<file path="config.mk">
export PLATFORM = sky130hd
export DESIGN_NAME = tx_path_pulse_shaper
export DESIGN_NICKNAME = d
export VERILOG_FILES = /design/src/verilog/line_encoder.v /design/src/verilog/pulse_shaper.v /design/src/verilog/tx_path_pulse_shaper.v
export VERILOG_INCLUDE_DIRS = /design/src /design/src/verilog
export SDC_FILE = /design/constraint.sdc
export NUM_CORES = 1
export LEC_CHECK = 0
export BUFFER_PORTS_ARGS = -buffer_cell sky130_fd_sc_hd__clkbuf_2
export CAP_MARGIN = 20
export CORE_ASPECT_RATIO = 1.25
export CORE_MARGIN = 10
export CORE_UTILIZATION = 50
export DETAILED_ROUTE_END_ITERATION = 8
export PLACE_DENSITY = 0.72
export SLEW_MARGIN = 15
export SYNTH_ARGS = -nofsm -noshare
export SYNTH_HDL_FRONTEND = slang
export SYNTH_SLANG_ARGS = --single-unit
</file>
<file path="constraint.sdc">
create_clock -name clk -period 37.7 [get_ports clk]
set_input_delay 0 -clock clk [delete_from_list [all_inputs] [get_ports clk]]
set_output_delay 0 -clock clk [all_outputs]
set_load 0.05 [all_outputs]
</file>
<file path="src/verilog/tx_shaper_defs.vh">
`ifndef TX_SHAPER_DEFS_VH
`define TX_SHAPER_DEFS_VH
// Register offsets
`define OFS_GLOBAL_CONFIG  8'h02
`define OFS_TX_CONFIG_0    8'h05
`define OFS_TX_TEMPLATE    8'h06
`define OFS_TX_SCALE       8'h07
`define OFS_WAVE_CTRL      8'h08
`define OFS_WAVE_DATA      8'h09
`define OFS_INT_MASK_1     8'h15
`define OFS_INT_STATUS_1   8'h1a
// Field positions
`define BIT_LINE_STANDARD  0
`define BIT_TX_FMT_LO      0
`define BIT_TX_FMT_HI      1
`define BIT_TX_INVERT      2
`define BIT_TX_EDGE        3
`define BIT_WAVE_RW        6
`define BIT_WAVE_DONE      7
`define BIT_INT_OVERFLOW   0
`define BIT_INT_CLK_LOSS   1
// Reset values
`define RST_GLOBAL_CONFIG  1'b0
`define RST_TX_CONFIG_0    4'h0
`define RST_TX_TEMPLATE    4'h0
`define RST_TX_SCALE       6'h21
`define RST_WAVE_CTRL      8'h00
`define RST_WAVE_DATA      7'h00
`define RST_INT_MASK       2'h0
// Timing counts
`define TX_LINE_CLOCK_LOSS_CYCLES   7'd70
`define SUBPHASE_CYCLES    2'd3
// Scale references: unscaled code for E1 and T1
`define SCALE_REF_E1       11'sd33
`define SCALE_REF_T1       11'sd54
// Preset template shape values
`define E1_75_EDGE         7'd12
`define E1_75_PEAK         7'd48
`define E1_120_EDGE        7'd15
`define E1_120_PEAK        7'd60
`define T1_ROM_PEAK        7'd39
`define T1_ROM_DIP         7'd10
`define T1_ROM_TAIL        7'd2
`endif

</file>
<file path="src/verilog/line_encoder.v">
module line_encoder (
  input  wire clk,      // System clock
  input  wire rst_n,    // Async reset, active low
  input  wire bitEn,    // One bit time step
  input  wire dataIn,   // Single-rail data
  input  wire substOn,  // Zero substitution on
  input  wire t1Mode,   // 1 B8ZS, 0 HDB3
  output reg  pulsePos, // Positive mark
  output reg  pulseNeg  // Negative mark
);
  localparam MK_B = 2'b01;
  localparam MK_V = 2'b10;
  reg  [15:0] mark;
  reg         lastPol;
  reg         oddCount;
  wire [15:0] shifted = {mark[13:0], dataIn ? MK_B : 2'b00};
  wire        b8zsHit = substOn && t1Mode && (shifted == 16'h0000);
  wire        hdb3Hit = substOn && !t1Mode && (shifted[7:0] == 8'h00);
  reg  [15:0] next_mark;
  always @* begin
    next_mark = shifted;
    if (b8zsHit) begin
      next_mark = {6'h00, MK_V, MK_B, 2'b00, MK_V, MK_B};
    end else if (hdb3Hit) begin
      next_mark[7:0] = oddCount ? {6'h00, MK_V} : {MK_B, 4'h0, MK_V};
    end
  end
  // Eight-bit delay line lets B8ZS look ahead; AMI and HDB3 share it
  always @(posedge clk or negedge rst_n) begin
    if (!rst_n) begin
      mark     <= 16'h0000;
      lastPol  <= 1'b0;
      oddCount <= 1'b0;
      pulsePos <= 1'b0;
      pulseNeg <= 1'b0;
    end else if (bitEn) begin
      mark     <= next_mark;
      oddCount <= hdb3Hit ? 1'b0 : (oddCount ^ dataIn);
      if (mark[15:14] == MK_B) begin
        lastPol  <= ~lastPol;
        pulsePos <= ~lastPol;
        pulseNeg <= lastPol;
      end else if (mark[15:14] == MK_V) begin
        pulsePos <= lastPol;
        pulseNeg <= ~lastPol;
      end else begin
        pulsePos <= 1'b0;
        pulseNeg <= 1'b0;
      end
    end
  end
endmodule // line_encoder

</file>
<file path="src/verilog/pulse_shaper.v">
`include "tx_shaper_defs.vh"
module pulse_shaper (
  input  wire       clk,       // System clock
  input  wire       rst_n,     // Async reset, active low
  input  wire       symEn,     // New symbol
  input  wire       symPos,    // Positive pulse
  input  wire       symNeg,    // Negative pulse
  input  wire       arbMode,   // Use wave memory
  input  wire [2:0] romSel,    // Preset template
  input  wire       t1Mode,    // T1/J1 scale reference
  input  wire [5:0] scale,     // Amplitude scale
  input  wire       ramReq,    // Memory access pulse
  input  wire       ramWrite,  // 1 write, 0 read
  input  wire [5:0] ramAddr,   // Interval, sub-phase
  input  wire [6:0] ramWrData, // Sample to store
  output reg        ramAck,    // Access done pulse
  output reg  [6:0] ramRdData, // Sample read
  output reg  [6:0] amplitude, // Signed-magnitude level
  output reg        overflow   // Saturation pulse
);
  reg  [6:0] wave [0:63];
  reg  [3:0] histP;
  reg  [3:0] histN;
  reg  [3:0] subPhase;
  reg  [1:0] subCnt;
  wire signed [9:0] part [0:3];
  function [6:0] romSample;
    input [2:0] sel;
    input [1:0] ui;
    input [3:0] sp;
    begin
      romSample = 7'h00;
      if (sel[2:1] == 2'b00) begin
        if (ui == 2'd0 && sp == 4'd3) romSample = sel[0] ? `E1_120_EDGE : `E1_75_EDGE;
        if (ui == 2'd0 && sp >= 4'd4 && sp <= 4'd11) begin
          romSample = sel[0] ? `E1_120_PEAK : `E1_75_PEAK;
        end
      end else if (ui == 2'd0) begin
        // Sign bit is OR-ed in so the magnitude keeps its 6-bit width
        romSample = (sp <= 4'd8) ? `T1_ROM_PEAK : (7'h40 | `T1_ROM_DIP);
      end else if (ui == 2'd1 && sp <= 4'd1) begin
        romSample = 7'h40 | `T1_ROM_TAIL;
      end
    end
  endfunction
  genvar k;
  generate
    for (k = 0; k < 4; k = k + 1) begin : g_ui
      localparam [1:0] UI = k;
      wire [6:0] s = arbMode ? wave[{UI, subPhase}] : romSample(romSel, UI, subPhase);
      wire signed [9:0] v = s[6] ? -$signed({4'h0, s[5:0]}) : $signed({4'h0, s[5:0]});
      assign part[k] = histP[k] ? v : (histN[k] ? -v : 10'sd0);
    end
  endgenerate
  wire signed [9:0]  sum    = part[0] + part[1] + part[2] + part[3];
  wire signed [16:0] prod   = sum * $signed({1'b0, scale});
  wire signed [16:0] scaled = t1Mode ? prod / `SCALE_REF_T1 : prod / `SCALE_REF_E1;
  wire signed [16:0] level  = arbMode ? scaled : {{7{sum[9]}}, sum};
  wire               over   = (level > 17'sd63) || (level < -17'sd63);
  wire [16:0]        mag    = level[16] ? -level : level;
  always @(posedge clk) begin
    if (ramReq && ramWrite) begin
      wave[ramAddr] <= ramWrData;
    end
  end
  always @(posedge clk or negedge rst_n) begin
    if (!rst_n) begin
      ramAck    <= 1'b0;
      ramRdData <= 7'h00;
      histP     <= 4'h0;
      histN     <= 4'h0;
      subPhase  <= 4'h0;
      subCnt    <= 2'd0;
      amplitude <= 7'h00;
      overflow  <= 1'b0;
    end else begin
      ramAck <= ramReq;
      if (ramReq && !ramWrite) begin
        ramRdData <= wave[ramAddr];
      end
      if (symEn) begin
        histP    <= {histP[2:0], symPos};
        histN    <= {histN[2:0], symNeg};
        subPhase <= 4'h0;
        subCnt   <= 2'd0;
      end else if (subCnt == `SUBPHASE_CYCLES - 2'd1) begin
        subCnt <= 2'd0;
        // Holds the last sub-phase if the bit is longer than 16 steps
        if (subPhase != 4'hf) subPhase <= subPhase + 4'h1;
      end else begin
        subCnt <= subCnt + 2'd1;
      end
      overflow  <= over;
      amplitude <= over ? {level[16], 6'h3f} : {level[16], mag[5:0]};
    end
  end
endmodule // pulse_shaper

</file>
<file path="src/verilog/tx_path_pulse_shaper.v">
`include "tx_shaper_defs.vh"
module tx_path_pulse_shaper (
  input  wire       clk,              // 100 MHz master clock
  input  wire       rst_n,            // Async reset, active low
  input  wire [1:0] controlModePins,  // Control interface select pins
  input  wire       serialEdgeSelect, // Serial clock edge select pin
  input  wire [3:0] templatePins,     // Pulse template select pins
  input  wire [1:0] pathModePins,     // Path mode select pins
  input  wire       txLineClock,      // Transmit line clock pin
  input  wire       txDataPositive,   // Data or positive rail pin
  input  wire       txDataNegative,   // Negative rail pin
  input  wire [7:0] regAddr,          // Register offset
  input  wire       regWrEn,          // Register write strobe
  input  wire       regRdEn,          // Register read strobe
  input  wire [7:0] regWrData,        // Register write data
  output reg  [7:0] regRdData,        // Register read data
  output reg  [3:0] controlInterface, // One-hot control mode
  output reg        serialRisingEdge, // Serial port uses rising edge
  output reg  [1:0] pathMode,         // Receive/transmit path mode
  output reg        t1Standard,       // 1 T1/J1, 0 E1
  output reg  [1:0] terminationSel,   // Termination choice
  output wire [6:0] lineDriverPair,   // Signed-magnitude line level
  output reg        irq               // Interrupt, active high
);
  localparam CI_HW       = 4'b0001;
  localparam CI_SERIAL   = 4'b0010;
  localparam CI_PAR_MOTO = 4'b0100;
  localparam CI_PAR_STRB = 4'b1000;
  localparam TERM_75     = 2'd0;
  localparam TERM_120    = 2'd1;
  localparam TERM_100    = 2'd2;
  localparam TERM_110    = 2'd3;
  localparam TPL_E1_75   = 4'h0;
  localparam TPL_E1_120  = 4'h1;
  localparam TPL_J1      = 4'h7;

  // Two-flop synchronisers for every pin
  reg [11:0] pinMeta;
  reg [11:0] pinSync;
  always @(posedge clk or negedge rst_n) begin
    if (!rst_n) begin
      pinMeta <= 12'h000;
      pinSync <= 12'h000;
    end else begin
      pinMeta <= {controlModePins, serialEdgeSelect, templatePins, pathModePins,
                  txLineClock, txDataPositive, txDataNegative};
      pinSync <= pinMeta;
    end
  end
  wire [1:0] modeS   = pinSync[11:10];
  wire       sEdgeS  = pinSync[9];
  wire [3:0] tplPinS = pinSync[8:5];
  wire [1:0] pathS   = pinSync[4:3];
  wire       tclkS   = pinSync[2];
  wire       dataPS  = pinSync[1];
  wire       dataNS  = pinSync[0];

  // Registers
  reg       lineStandard;
  reg [3:0] txConfig;
  reg [3:0] templateSel;
  reg [5:0] scaleField;
  reg [7:0] waveCtrl;
  reg [6:0] waveData;
  reg [1:0] intMask;
  reg [1:0] intStatus;

  wire hwMode = (modeS == 2'b00);
  wire [3:0] effTemplate = hwMode ? tplPinS : templateSel;
  wire effT1 = hwMode ? !(effTemplate == TPL_E1_75 || effTemplate == TPL_E1_120)
                      : lineStandard;
  wire [1:0] effFormat  = hwMode ? pathS : txConfig[`BIT_TX_FMT_HI:`BIT_TX_FMT_LO];
  wire       effInvert  = hwMode ? 1'b0 : txConfig[`BIT_TX_INVERT];
  wire       effRising  = hwMode ? 1'b0 : txConfig[`BIT_TX_EDGE];

  always @(posedge clk or negedge rst_n) begin
    if (!rst_n) begin
      controlInterface <= CI_HW;
      serialRisingEdge <= 1'b0;
      pathMode         <= 2'b00;
      t1Standard       <= 1'b0;
      terminationSel   <= TERM_75;
    end else begin
      case (modeS)
        2'b00:   controlInterface <= CI_HW;
        2'b01:   controlInterface <= CI_SERIAL;
        2'b10:   controlInterface <= CI_PAR_MOTO;
        default: controlInterface <= CI_PAR_STRB;
      endcase
      serialRisingEdge <= (modeS == 2'b01) && sEdgeS;
      pathMode         <= hwMode ? pathS : 2'b00;
      t1Standard       <= effT1;
      if (effTemplate == TPL_E1_75) terminationSel <= TERM_75;
      else if (effTemplate == TPL_E1_120) terminationSel <= TERM_120;
      else if (effTemplate == TPL_J1) terminationSel <= TERM_110;
      else terminationSel <= TERM_100;
    end
  end

  // Transmit clock edges and loss watch
  reg       tclkPrev;
  reg [6:0] gapCnt;
  wire tclkRise  = tclkS && !tclkPrev;
  wire tclkFall  = !tclkS && tclkPrev;
  wire bitEn     = effRising ? tclkRise : tclkFall;
  wire clkLost   = (gapCnt == `TX_LINE_CLOCK_LOSS_CYCLES) && !tclkRise && !tclkFall;
  always @(posedge clk or negedge rst_n) begin
    if (!rst_n) begin
      tclkPrev <= 1'b0;
      gapCnt   <= 7'd0;
    end else begin
      tclkPrev <= tclkS;
      if (tclkRise || tclkFall) gapCnt <= 7'd0;
      else if (gapCnt <= `TX_LINE_CLOCK_LOSS_CYCLES) gapCnt <= gapCnt + 7'd1;
    end
  end

  // Data sampling and rail handling
  wire dataP     = dataPS ^ effInvert;
  wire dataN     = dataNS ^ effInvert;
  wire dualRail  = effFormat[1];
  wire substOn   = effFormat[0];
  wire encPos;
  wire encNeg;
  reg  dualPos;
  reg  dualNeg;
  reg  symEn;
  always @(posedge clk or negedge rst_n) begin
    if (!rst_n) begin
      dualPos <= 1'b0;
      dualNeg <= 1'b0;
      symEn   <= 1'b0;
    end else begin
      symEn <= bitEn;
      if (bitEn) begin
        dualPos <= !dataP && dataN;
        dualNeg <= dataP && !dataN;
      end
    end
  end
  line_encoder u_enc (
    .clk      (clk),
    .rst_n    (rst_n),
    .bitEn    (bitEn && !dualRail),
    .dataIn   (dataP),
    .substOn  (substOn),
    .t1Mode   (effT1),
    .pulsePos (encPos),
    .pulseNeg (encNeg)
  );
  wire symPos = dualRail ? dualPos : encPos;
  wire symNeg = dualRail ? dualNeg : encNeg;

  // Wave memory access sequencing
  reg  ramReq;
  wire ramAck;
  wire [6:0] ramRdData;
  wire overflow;
  pulse_shaper u_shp (
    .clk       (clk),
    .rst_n     (rst_n),
    .symEn     (symEn),
    .symPos    (symPos),
    .symNeg    (symNeg),
    .arbMode   (effTemplate[3:2] == 2'b11),
    .romSel    (effTemplate[2:0]),
    .t1Mode    (effT1),
    .scale     (scaleField),
    .ramReq    (ramReq),
    .ramWrite  (!waveCtrl[`BIT_WAVE_RW]),
    .ramAddr   (waveCtrl[5:0]),
    .ramWrData (waveData),
    .ramAck    (ramAck),
    .ramRdData (ramRdData),
    .amplitude (lineDriverPair),
    .overflow  (overflow)
  );

  // Register write side
  wire wrHit = regWrEn;
  always @(posedge clk or negedge rst_n) begin
    if (!rst_n) begin
      lineStandard <= `RST_GLOBAL_CONFIG;
      txConfig     <= `RST_TX_CONFIG_0;
      templateSel  <= `RST_TX_TEMPLATE;
      scaleField   <= `RST_TX_SCALE;
      waveCtrl     <= `RST_WAVE_CTRL;
      waveData     <= `RST_WAVE_DATA;
      intMask      <= `RST_INT_MASK;
      ramReq       <= 1'b0;
    end else begin
      ramReq <= wrHit && (regAddr == `OFS_WAVE_CTRL) && regWrData[`BIT_WAVE_DONE];
      if (ramAck) begin
        waveCtrl[`BIT_WAVE_DONE] <= 1'b0;
        if (waveCtrl[`BIT_WAVE_RW]) waveData <= ramRdData;
      end
      if (wrHit) begin
        case (regAddr)
          `OFS_GLOBAL_CONFIG: lineStandard <= regWrData[`BIT_LINE_STANDARD];
          `OFS_TX_CONFIG_0:   txConfig     <= regWrData[3:0];
          `OFS_TX_TEMPLATE:   templateSel  <= regWrData[3:0];
          `OFS_TX_SCALE:      scaleField   <= regWrData[5:0];
          `OFS_WAVE_CTRL:     waveCtrl     <= regWrData;
          `OFS_WAVE_DATA:     waveData     <= regWrData[6:0];
          `OFS_INT_MASK_1:    intMask      <= regWrData[1:0];
          default:            ;
        endcase
      end
    end
  end

  // Status: read clears, a new event in the same cycle wins
  wire       stsRead = regRdEn && (regAddr == `OFS_INT_STATUS_1);
  wire [1:0] events  = {clkLost, overflow};
  always @(posedge clk or negedge rst_n) begin
    if (!rst_n) begin
      intStatus <= 2'b00;
      irq       <= 1'b0;
    end else begin
      intStatus <= (stsRead ? 2'b00 : intStatus) | events;
      irq       <= |(intStatus & intMask);
    end
  end

  // Register read side
  always @(posedge clk or negedge rst_n) begin
    if (!rst_n) begin
      regRdData <= 8'h00;
    end else if (regRdEn) begin
      case (regAddr)
        `OFS_GLOBAL_CONFIG: regRdData <= {7'h00, lineStandard};
        `OFS_TX_CONFIG_0:   regRdData <= {4'h0, txConfig};
        `OFS_TX_TEMPLATE:   regRdData <= {4'h0, templateSel};
        `OFS_TX_SCALE:      regRdData <= {2'b00, scaleField};
        `OFS_WAVE_CTRL:     regRdData <= waveCtrl;
        `OFS_WAVE_DATA:     regRdData <= {1'b0, waveData};
        `OFS_INT_MASK_1:    regRdData <= {6'h00, intMask};
        `OFS_INT_STATUS_1:  regRdData <= {6'h00, intStatus};
        default:            regRdData <= 8'h00;
      endcase
    end
  end
endmodule // tx_path_pulse_shaper

</file>
# Word-level counts from Yosys, hierarchy flattened
# Memory sizes are Yosys's and may differ from the RTL's. A register that Yosys moved wholly into a read port is not among the register bits.
# Index checks and enable logic that the tools add are counted.
[classes]
addsub = 15
mul = 1
div = 2
magnitude_cmp = 7
eq_ne = 19
n_mux = 69
bitwise = 6
n_reduce_logical = 49
[op_table]
columns = ["operator", "n"]
rows = [
  ["10-bit two-way mux", 12],
  ["7-bit two-way mux", 17],
  ["8-bit one-hot mux with 8 select lines", 1],
  ["8-bit two-way mux", 5],
  ["10-bit negation", 4],
  ["6-bit negation with 10-bit output", 4],
  ["17-bit by 7-bit divider with 17-bit output, second input constant", 2],
  ["17-bit two-way mux", 2],
  ["10-bit adder", 3],
  ["8-bit by 3-bit == test with 1-bit output, second input constant", 3],
  ["4-bit two-way mux", 5],
  ["1-bit logical AND", 18],
  ["17-bit by 7-bit > comparator with 1-bit output, second input constant", 1],
  ["17-bit by 7-bit less-than comparator with 1-bit output, second input constant", 1],
  ["10-bit by 7-bit multiplier with 17-bit output", 1],
  ["8-bit by 4-bit == test with 1-bit output, second input constant", 2],
  ["8-bit by 5-bit == test with 1-bit output, second input constant", 2],
  ["16-bit logical NOT", 1],
  ["1-bit two-way mux", 16],
  ["2-bit two-way mux", 8],
  ["2-bit AND reduction", 8],
  ["6-bit two-way mux", 2],
  ["4-bit one-hot mux with 3 select lines", 1],
  ["1-bit logical NOT", 11],
  ["26 further kinds", 38],
]
[word_totals]
reg_bits = 132
ramBits = 448
input_bits = 32
output_inout_bits = 26
wordCells = 205
n_memories = 1
[memory_table]
columns = ["memory", "words", "width", "read_ports", "rd_ports_with_merged_regs", "wr", "line", "source"]
rows = [
  ["u_shp.wave", 64, 7, 5, 1, 1, "pulse_shaper.v:21", "reg [6:0] wave [0:63];"],
]

# Longest topological paths before layout
[depth]
depth_word = 22
mapped_depth = 196
depth_no_buf = 181

# Modules after synthesis
# A second synthesis with hierarchy kept.
[hier_totals]
cells_unflattened = 3444
area_unflattened_um2 = 38653.3
[by_module_without_submodules]
columns = ["mod", "instances", "cells_per_inst", "area_each_um2", "seq_area_each_um2"]
rows = [
  ["pulse_shaper", 1, 3086, 34101.5, 14203.6],
  ["tx_path_pulse_shaper", 1, 296, 3721.1, 2230.9],
  ["line_encoder", 1, 62, 830.8, 500.5],
]

# Worst setup path after synthesis
# No wires, ideal clock.
[synth_path]
kind = "flip-flop to flip-flop"
from = "register u_shp.subPhase[1]"
to = "register u_shp.amplitude[0]"
setup_time_ns = 0.139
arrival_ns = 36.510
t_required_ns = 37.561
path_slack_ns = 1.050
path_stages_with_launch = 185
path_buffers = 16
synth_period_minus_slack_ns = 36.650
path_cell_list = "dfrtp_1 buf_2 buf_4 buf_4 buf_4 buf_2 inv_1 ha_1 o21ai_0 nor3_1 a211oi_1 ha_1 nand2_1 a211o_1 a21boi_0 nor3_1 a21o_1 a22o_1 [... 149 more ...] ha_1 a21o_1 a211o_1 nor2_1 nor3b_1 mux2i_1 o2111ai_1 nor3_1 ha_1 nand2_1 nor4_1 o21a_1 buf_2 nand4_1 nor4b_1 o21ai_0 a211oi_4 o21ai_1"
[synth_between]
elab_chain_len = 20
[synth_lines]
columns = ["item", "line", "source"]
rows = [
  ["start: declaration", "pulse_shaper.v:24", "reg [3:0] subPhase;"],
  ["start signal: assignment", "pulse_shaper.v:89", "if (subPhase != 4'hf) subPhase <= subPhase + 4'h1;"],
  ["4-bit by 3-bit greater-or-equal comparator with 1-bit output, or another cell as far along", "pulse_shaper.v:35", "if (ui == 2'd0 && sp >= 4'd4 && sp <= 4'd11) begin"],
  ["1-bit logical AND / 7-bit two-way mux (equally long branches)", "pulse_shaper.v:35, pulse_shaper.v:34", ""],
  ["7-bit two-way mux", "pulse_shaper.v:35", ""],
  ["7-bit two-way mux", "pulse_shaper.v:33", "if (sel[2:1] == 2'b00) begin"],
  ["7-bit two-way mux", "pulse_shaper.v:50", "wire [6:0] s = arbMode ? wave[{UI, subPhase}] : romSample(romSel, UI, subPhase);"],
  ["6-bit negation with 10-bit output", "pulse_shaper.v:51", "wire signed [9:0] v = s[6] ? -$signed({4'h0, s[5:0]}) : $signed({4'h0, s[5:0]});"],
  ["10-bit two-way mux", "pulse_shaper.v:51", ""],
  ["10-bit negation", "pulse_shaper.v:52", "assign part[k] = histP[k] ? v : (histN[k] ? -v : 10'sd0);"],
  ["[... 4 more ...]", "--", ""],
  ["10-bit adder *", "pulse_shaper.v:55", "wire signed [9:0] sum = part[0] + part[1] + part[2] + part[3];"],
  ["10-bit by 7-bit multiplier with 17-bit output", "pulse_shaper.v:56", "wire signed [16:0] prod = sum * $signed({1'b0, scale});"],
  ["17-bit by 7-bit divider with 17-bit output (no line)", "--", ""],
  ["17-bit two-way mux (no line)", "--", ""],
  ["17-bit two-way mux *", "pulse_shaper.v:58", "wire signed [16:0] level = arbMode ? scaled : {{7{sum[9]}}, sum};"],
  ["17-bit by 7-bit > comparator with 1-bit output, or another cell as far along", "pulse_shaper.v:59", "wire over = (level > 17'sd63) || (level < -17'sd63);"],
  ["1-bit logical OR / 6-bit two-way mux (equally long branches)", "pulse_shaper.v:59, pulse_shaper.v:60", ""],
  ["6-bit two-way mux *", "pulse_shaper.v:94", "amplitude <= over ? {level[16], 6'h3f} : {level[16], mag[5:0]};"],
  ["end signal: assignment", "pulse_shaper.v:94", ""],
  ["end: declaration", "pulse_shaper.v:18", "output reg [6:0] amplitude,"],
]
# Every way passes the cells marked *; elsewhere a longest branch is shown, timed or not.
# A chain may end at the register's enable or synchronous reset.

# Worst setup path after layout
[layout_path]
from = "register u_shp.subPhase[0]"
to = "register u_shp.amplitude[2]"
# The elaborated chain is that of the path after synthesis.

==> summary.md <==
| Metric | Value |
|---|---|
| Crit-path max FO | `15` |
| Final period utilization | `95.12%` |
| Number of buffers added on ports | `57` |
| Fraction of layout cells with a size suffix above 1 | `19.79%` |
| Register-to-Register Setup Slack | `around 1.8 ns` |
| Fillers | `6332` |
| CP arrival | `roughly 36 ns` |
| End point of the worst hold path | `pinMeta[6]` |
| Overall overflow remaining after global route | `0` |
| Largest net degree at the start of global routing | `67` |
| Worst Reg-to-Reg Cells | `approximately 170` |
| Area growth, synth to finish | `14.38%` |
| Share of synthesized flip-flops with an asynchronous set or reset | `23.68%` |
| Avg Cell Area, Syn | `approximately 11 um^2` |
| H-tree depth reported by CTS | `2` |
| Routed Wire Length | `122400 um` |
| Clock buffer count from CTS | `53` |
| Most instantiated flip-flop cell in the synthesis netlist | `sky130_fd_sc_hd__edfxtp_1` |
| Yosys synthesis warning count | `0` |
| Worst Setup End Kind | `register` |
| Overall via count from detail_route | `between 30000 and 40000` |
| Netlist area before placement | `38770 um^2` |
| Height of the die | `~330 um` |
| Net count reported at finish | `3922` |
| Max_slew headroom | `17.69%` |
| Worst min path class | `in -> reg` |
| Area of the multi-input gates | `20990 um^2` |
| Post-detailed-route DRC marker count | `0` |
| Final hold violation count | `0` |
| Largest cells by area after synthesis | `sky130_fd_sc_hd__edfxtp_1 (35%), sky130_fd_sc_hd__dfrtp_1 (8.8%), sky130_fd_sc_hd__mux4_2 (6.3%), sky130_fd_sc_hd__ha_1 (3.8%), sky130_fd_sc_hd__mux2i_1 (3.3%)` |
| Number of enable-type register cells in the synthesized netlist | `448` |
| Number of distinct library cells after synthesis | `137` |
| Count of placed standard cells including taps | `4596` |
| Number of iterations in the first detailed-routing pass | `5` |
| Cell at the root of the clock tree | `sky130_fd_sc_hd__clkbuf_16` |
| Kind of start point of the critical path | `register` |
| Global-route wire length before repair | `183200 um` |
| WL/cell | `25.47 um` |
| Final Worst Setup Slack | `1.838 ns` |
| Number of global-route vias before repair | `31310` |
| Non-filler instance count after layout | `4805` |
| Cell count of the worst hold path | `2` |
| Initial core utilization | `50.24%` |
| Mapped Cells | `between 3000 and 4000` |
| Die outline area | `89140 um^2` |
| Worst clock skew on the final layout | `0.05570 ns` |
| Antenna violations before repair | `5` |
| # IOs | `58` |
| Number of endpoints failing setup at the final stage | `0` |
| Post-placement worst setup slack | `-0.4547 ns` |
| Overall Global Routing Usage | `about a quarter` |
| Share of the yosys chip area belonging to registers | `43.69%` |
| Top-area cell type share of the netlist area | `34.70%` |
| Transition time at the pin with the least slew margin | `~1.2 ns` |
| Mapped Nets | `3729` |
| Dominant cell type by area after synthesis | `sky130_fd_sc_hd__edfxtp_1` |
| WHS | `0.003115 ns` |
| Die Wd | `between 200 and 300 um` |
| Crit-path max cell delay | `0.60 ns` |
| Launching point of the worst reg2reg path | `u_shp.subPhase[0]` |
| Placed wire-length estimate | `83270 um` |
| Buffers from clock root to sink, at most | `3` |
| Vias per inst | `6.617` |
| Maximum capacitance violations | `0` |
| Sink count of the clock tree | `587` |
| Critical path class | `reg -> reg` |
| DRT iter0 DRCs | `about 3500` |
| Highest clock frequency the design can meet | `27.88 MHz` |
| DRT antenna net count | `0` |
| Startpoint of the most critical hold path | `templatePins[1]` |
| Placement-stage cell area | `40830 um^2` |
| Top cell types by occurrence after synthesis | `sky130_fd_sc_hd__edfxtp_1 (448), sky130_fd_sc_hd__nor2_1 (276), sky130_fd_sc_hd__nand2_1 (242)` |
| Time the worst path needs with I/O delays and setup | `35.86 ns` |
| #FFs+latches synth | `587` |
| Result of the run | `complete, no violations` |
| Critical register-to-register path endpoint | `u_shp.amplitude[2]` |
| Clk_lat worst skew | `0.66 ns` |
| Final count of pins violating max slew | `0` |
| Clock tree from TritonCTS | `built` |
| FP Rows | `between 100 and 150` |
| Clock slew at reported path FFs | `0.07 ns` |
| Crit-path slowest cell | `sky130_fd_sc_hd__mux4_2` |
| Required time of the critical path | `~38 ns` |
| Total core area | `77170 um^2` |
| Placer congestion estimate | `0.9503` |
| Most frequent cell after synthesis | `sky130_fd_sc_hd__edfxtp_1` |
| Reg area | `16960 um^2` |
| Area of all placed cells without fillers | `between 40000 and 50000 um^2` |
routing by layer:
| metal | track usage [%] | vias up | share of wire (%) |
|---|---|---|---|
| met2 | 45.81 | 1755 | 50 |
| met5 | 0 | - | 0.016 |
| met1 | 29.87 | 15630 | 35 |
| li1 | - | 13940 | - |
| met4 | 15.52 | 2 | 6.6 |
| met3 | 4.302 | 471 | 8.1 |
layout make-up:
cell class / instances / area share (%)
multi-input cells: 2591 / 47.33
flip-flops and latches: 587 / 38.24
repair buffers: 311 / 5.686
clock buffers: 65 / 3.191
well taps: 1044 / 2.946
inverters: 171 / 1.459
clock inverters: 34 / 1.132
diodes: 2 / 0.01129
registers in the layout, summed over array words and instances, names as in the netlist, 8 cells and up:
signal      count
u_shp.wave    448
u_enc.mark     16
pinMeta        12
pinSync        12
regRdData       8
waveCtrl        8
cells in the final DEF (no fill, tap or decap), types with 30 or more instances in the layout:
master / n
sky130_fd_sc_hd__edfxtp_1: 448
sky130_fd_sc_hd__nor2_1: 266
sky130_fd_sc_hd__nand2_1: 240
sky130_fd_sc_hd__buf_4: 192
sky130_fd_sc_hd__inv_1: 165
sky130_fd_sc_hd__a22oi_1: 163
sky130_fd_sc_hd__a21oi_1: 141
sky130_fd_sc_hd__dfrtp_1: 126
sky130_fd_sc_hd__mux2i_1: 120
sky130_fd_sc_hd__ha_1: 111
sky130_fd_sc_hd__mux4_2: 108
sky130_fd_sc_hd__nor3_1: 97
sky130_fd_sc_hd__o21ai_0: 92
sky130_fd_sc_hd__and2_1: 80
sky130_fd_sc_hd__nand3_1: 72
sky130_fd_sc_hd__xnor2_1: 71
sky130_fd_sc_hd__mux2_2: 67
sky130_fd_sc_hd__fa_1: 58
sky130_fd_sc_hd__clkbuf_16: 56
sky130_fd_sc_hd__clkbuf_2: 56
sky130_fd_sc_hd__nand4_1: 48
sky130_fd_sc_hd__a31oi_1: 46
sky130_fd_sc_hd__a22o_1: 45
sky130_fd_sc_hd__dlygate4sd3_1: 45
sky130_fd_sc_hd__xor2_1: 38
sky130_fd_sc_hd__nand2b_1: 34
sky130_fd_sc_hd__a221oi_1: 31
sky130_fd_sc_hd__o21a_1: 30
through the flow:
stage | TNS (ns) | util [%]
after floorplan | 0 | -
after global placement | 0 | 52.86
after detailed placement | -3.040 | 52.91
after CTS | 0 | 56.05
after global routing | -1.812 | 57.46
final | 0 | 57.46
worst max path at each step:
| stage | start | to | slack (ns) | cells past startpoint |
|---|---|---|---|---|
| floorplan | u_shp.subPhase[1] | u_shp.amplitude[0] | 1.05 | 184 |
| global placement | u_shp.subPhase[0] | u_shp.amplitude[0] | 0.30 | 167 |
| detailed placement | u_shp.subPhase[0] | u_shp.amplitude[2] | -0.45 | 170 |
| CTS | u_shp.subPhase[0] | u_shp.amplitude[0] | 0.04 | 170 |
| global route | u_shp.subPhase[0] | u_shp.amplitude[0] | -0.28 | 178 |
| finish | u_shp.subPhase[0] | u_shp.amplitude[2] | 1.84 | 168 |
cell families after synthesis:
group	count (synthesis)	share of synthesized area, %
mux	308	11.71
buf+inv	345	3.692
fa+ha+maj	175	6.771
compound gates	880	16.48
xor+xnor	115	2.743
flops	587	43.69
simple gates	1112	14.92
worst max-delay path, delay by kind of cell (launching register included):
kind / cells / cell delay (ns)
AND/OR/NAND/NOR: 69 / 12.15
XOR/XNOR: 6 / 1.54
AO/OA/AOI/OAI: 47 / 8.64
adder cells (fa/ha/maj): 21 / 7.62
buffers and inverters: 14 / 1.86
flip-flops: 1 / 0.53
multiplexers: 11 / 3.28
what timing repair did:
| action | CTS | global route |
|---|---|---|
| pin swaps | 0 | 33 |
| setup endpoints to repair | 7 | 8 |
| gates resized for setup | 8 | 125 |
| hold buffers | 46 | 0 |
| endpoints found under the hold margin | 136 | 0 |
| gates cloned | 0 | 4 |
| setup buffers | 0 | 58 |
Power is not shown: default switching activity piles up to over one toggle a cycle in this logic, so the estimate is an artifact.
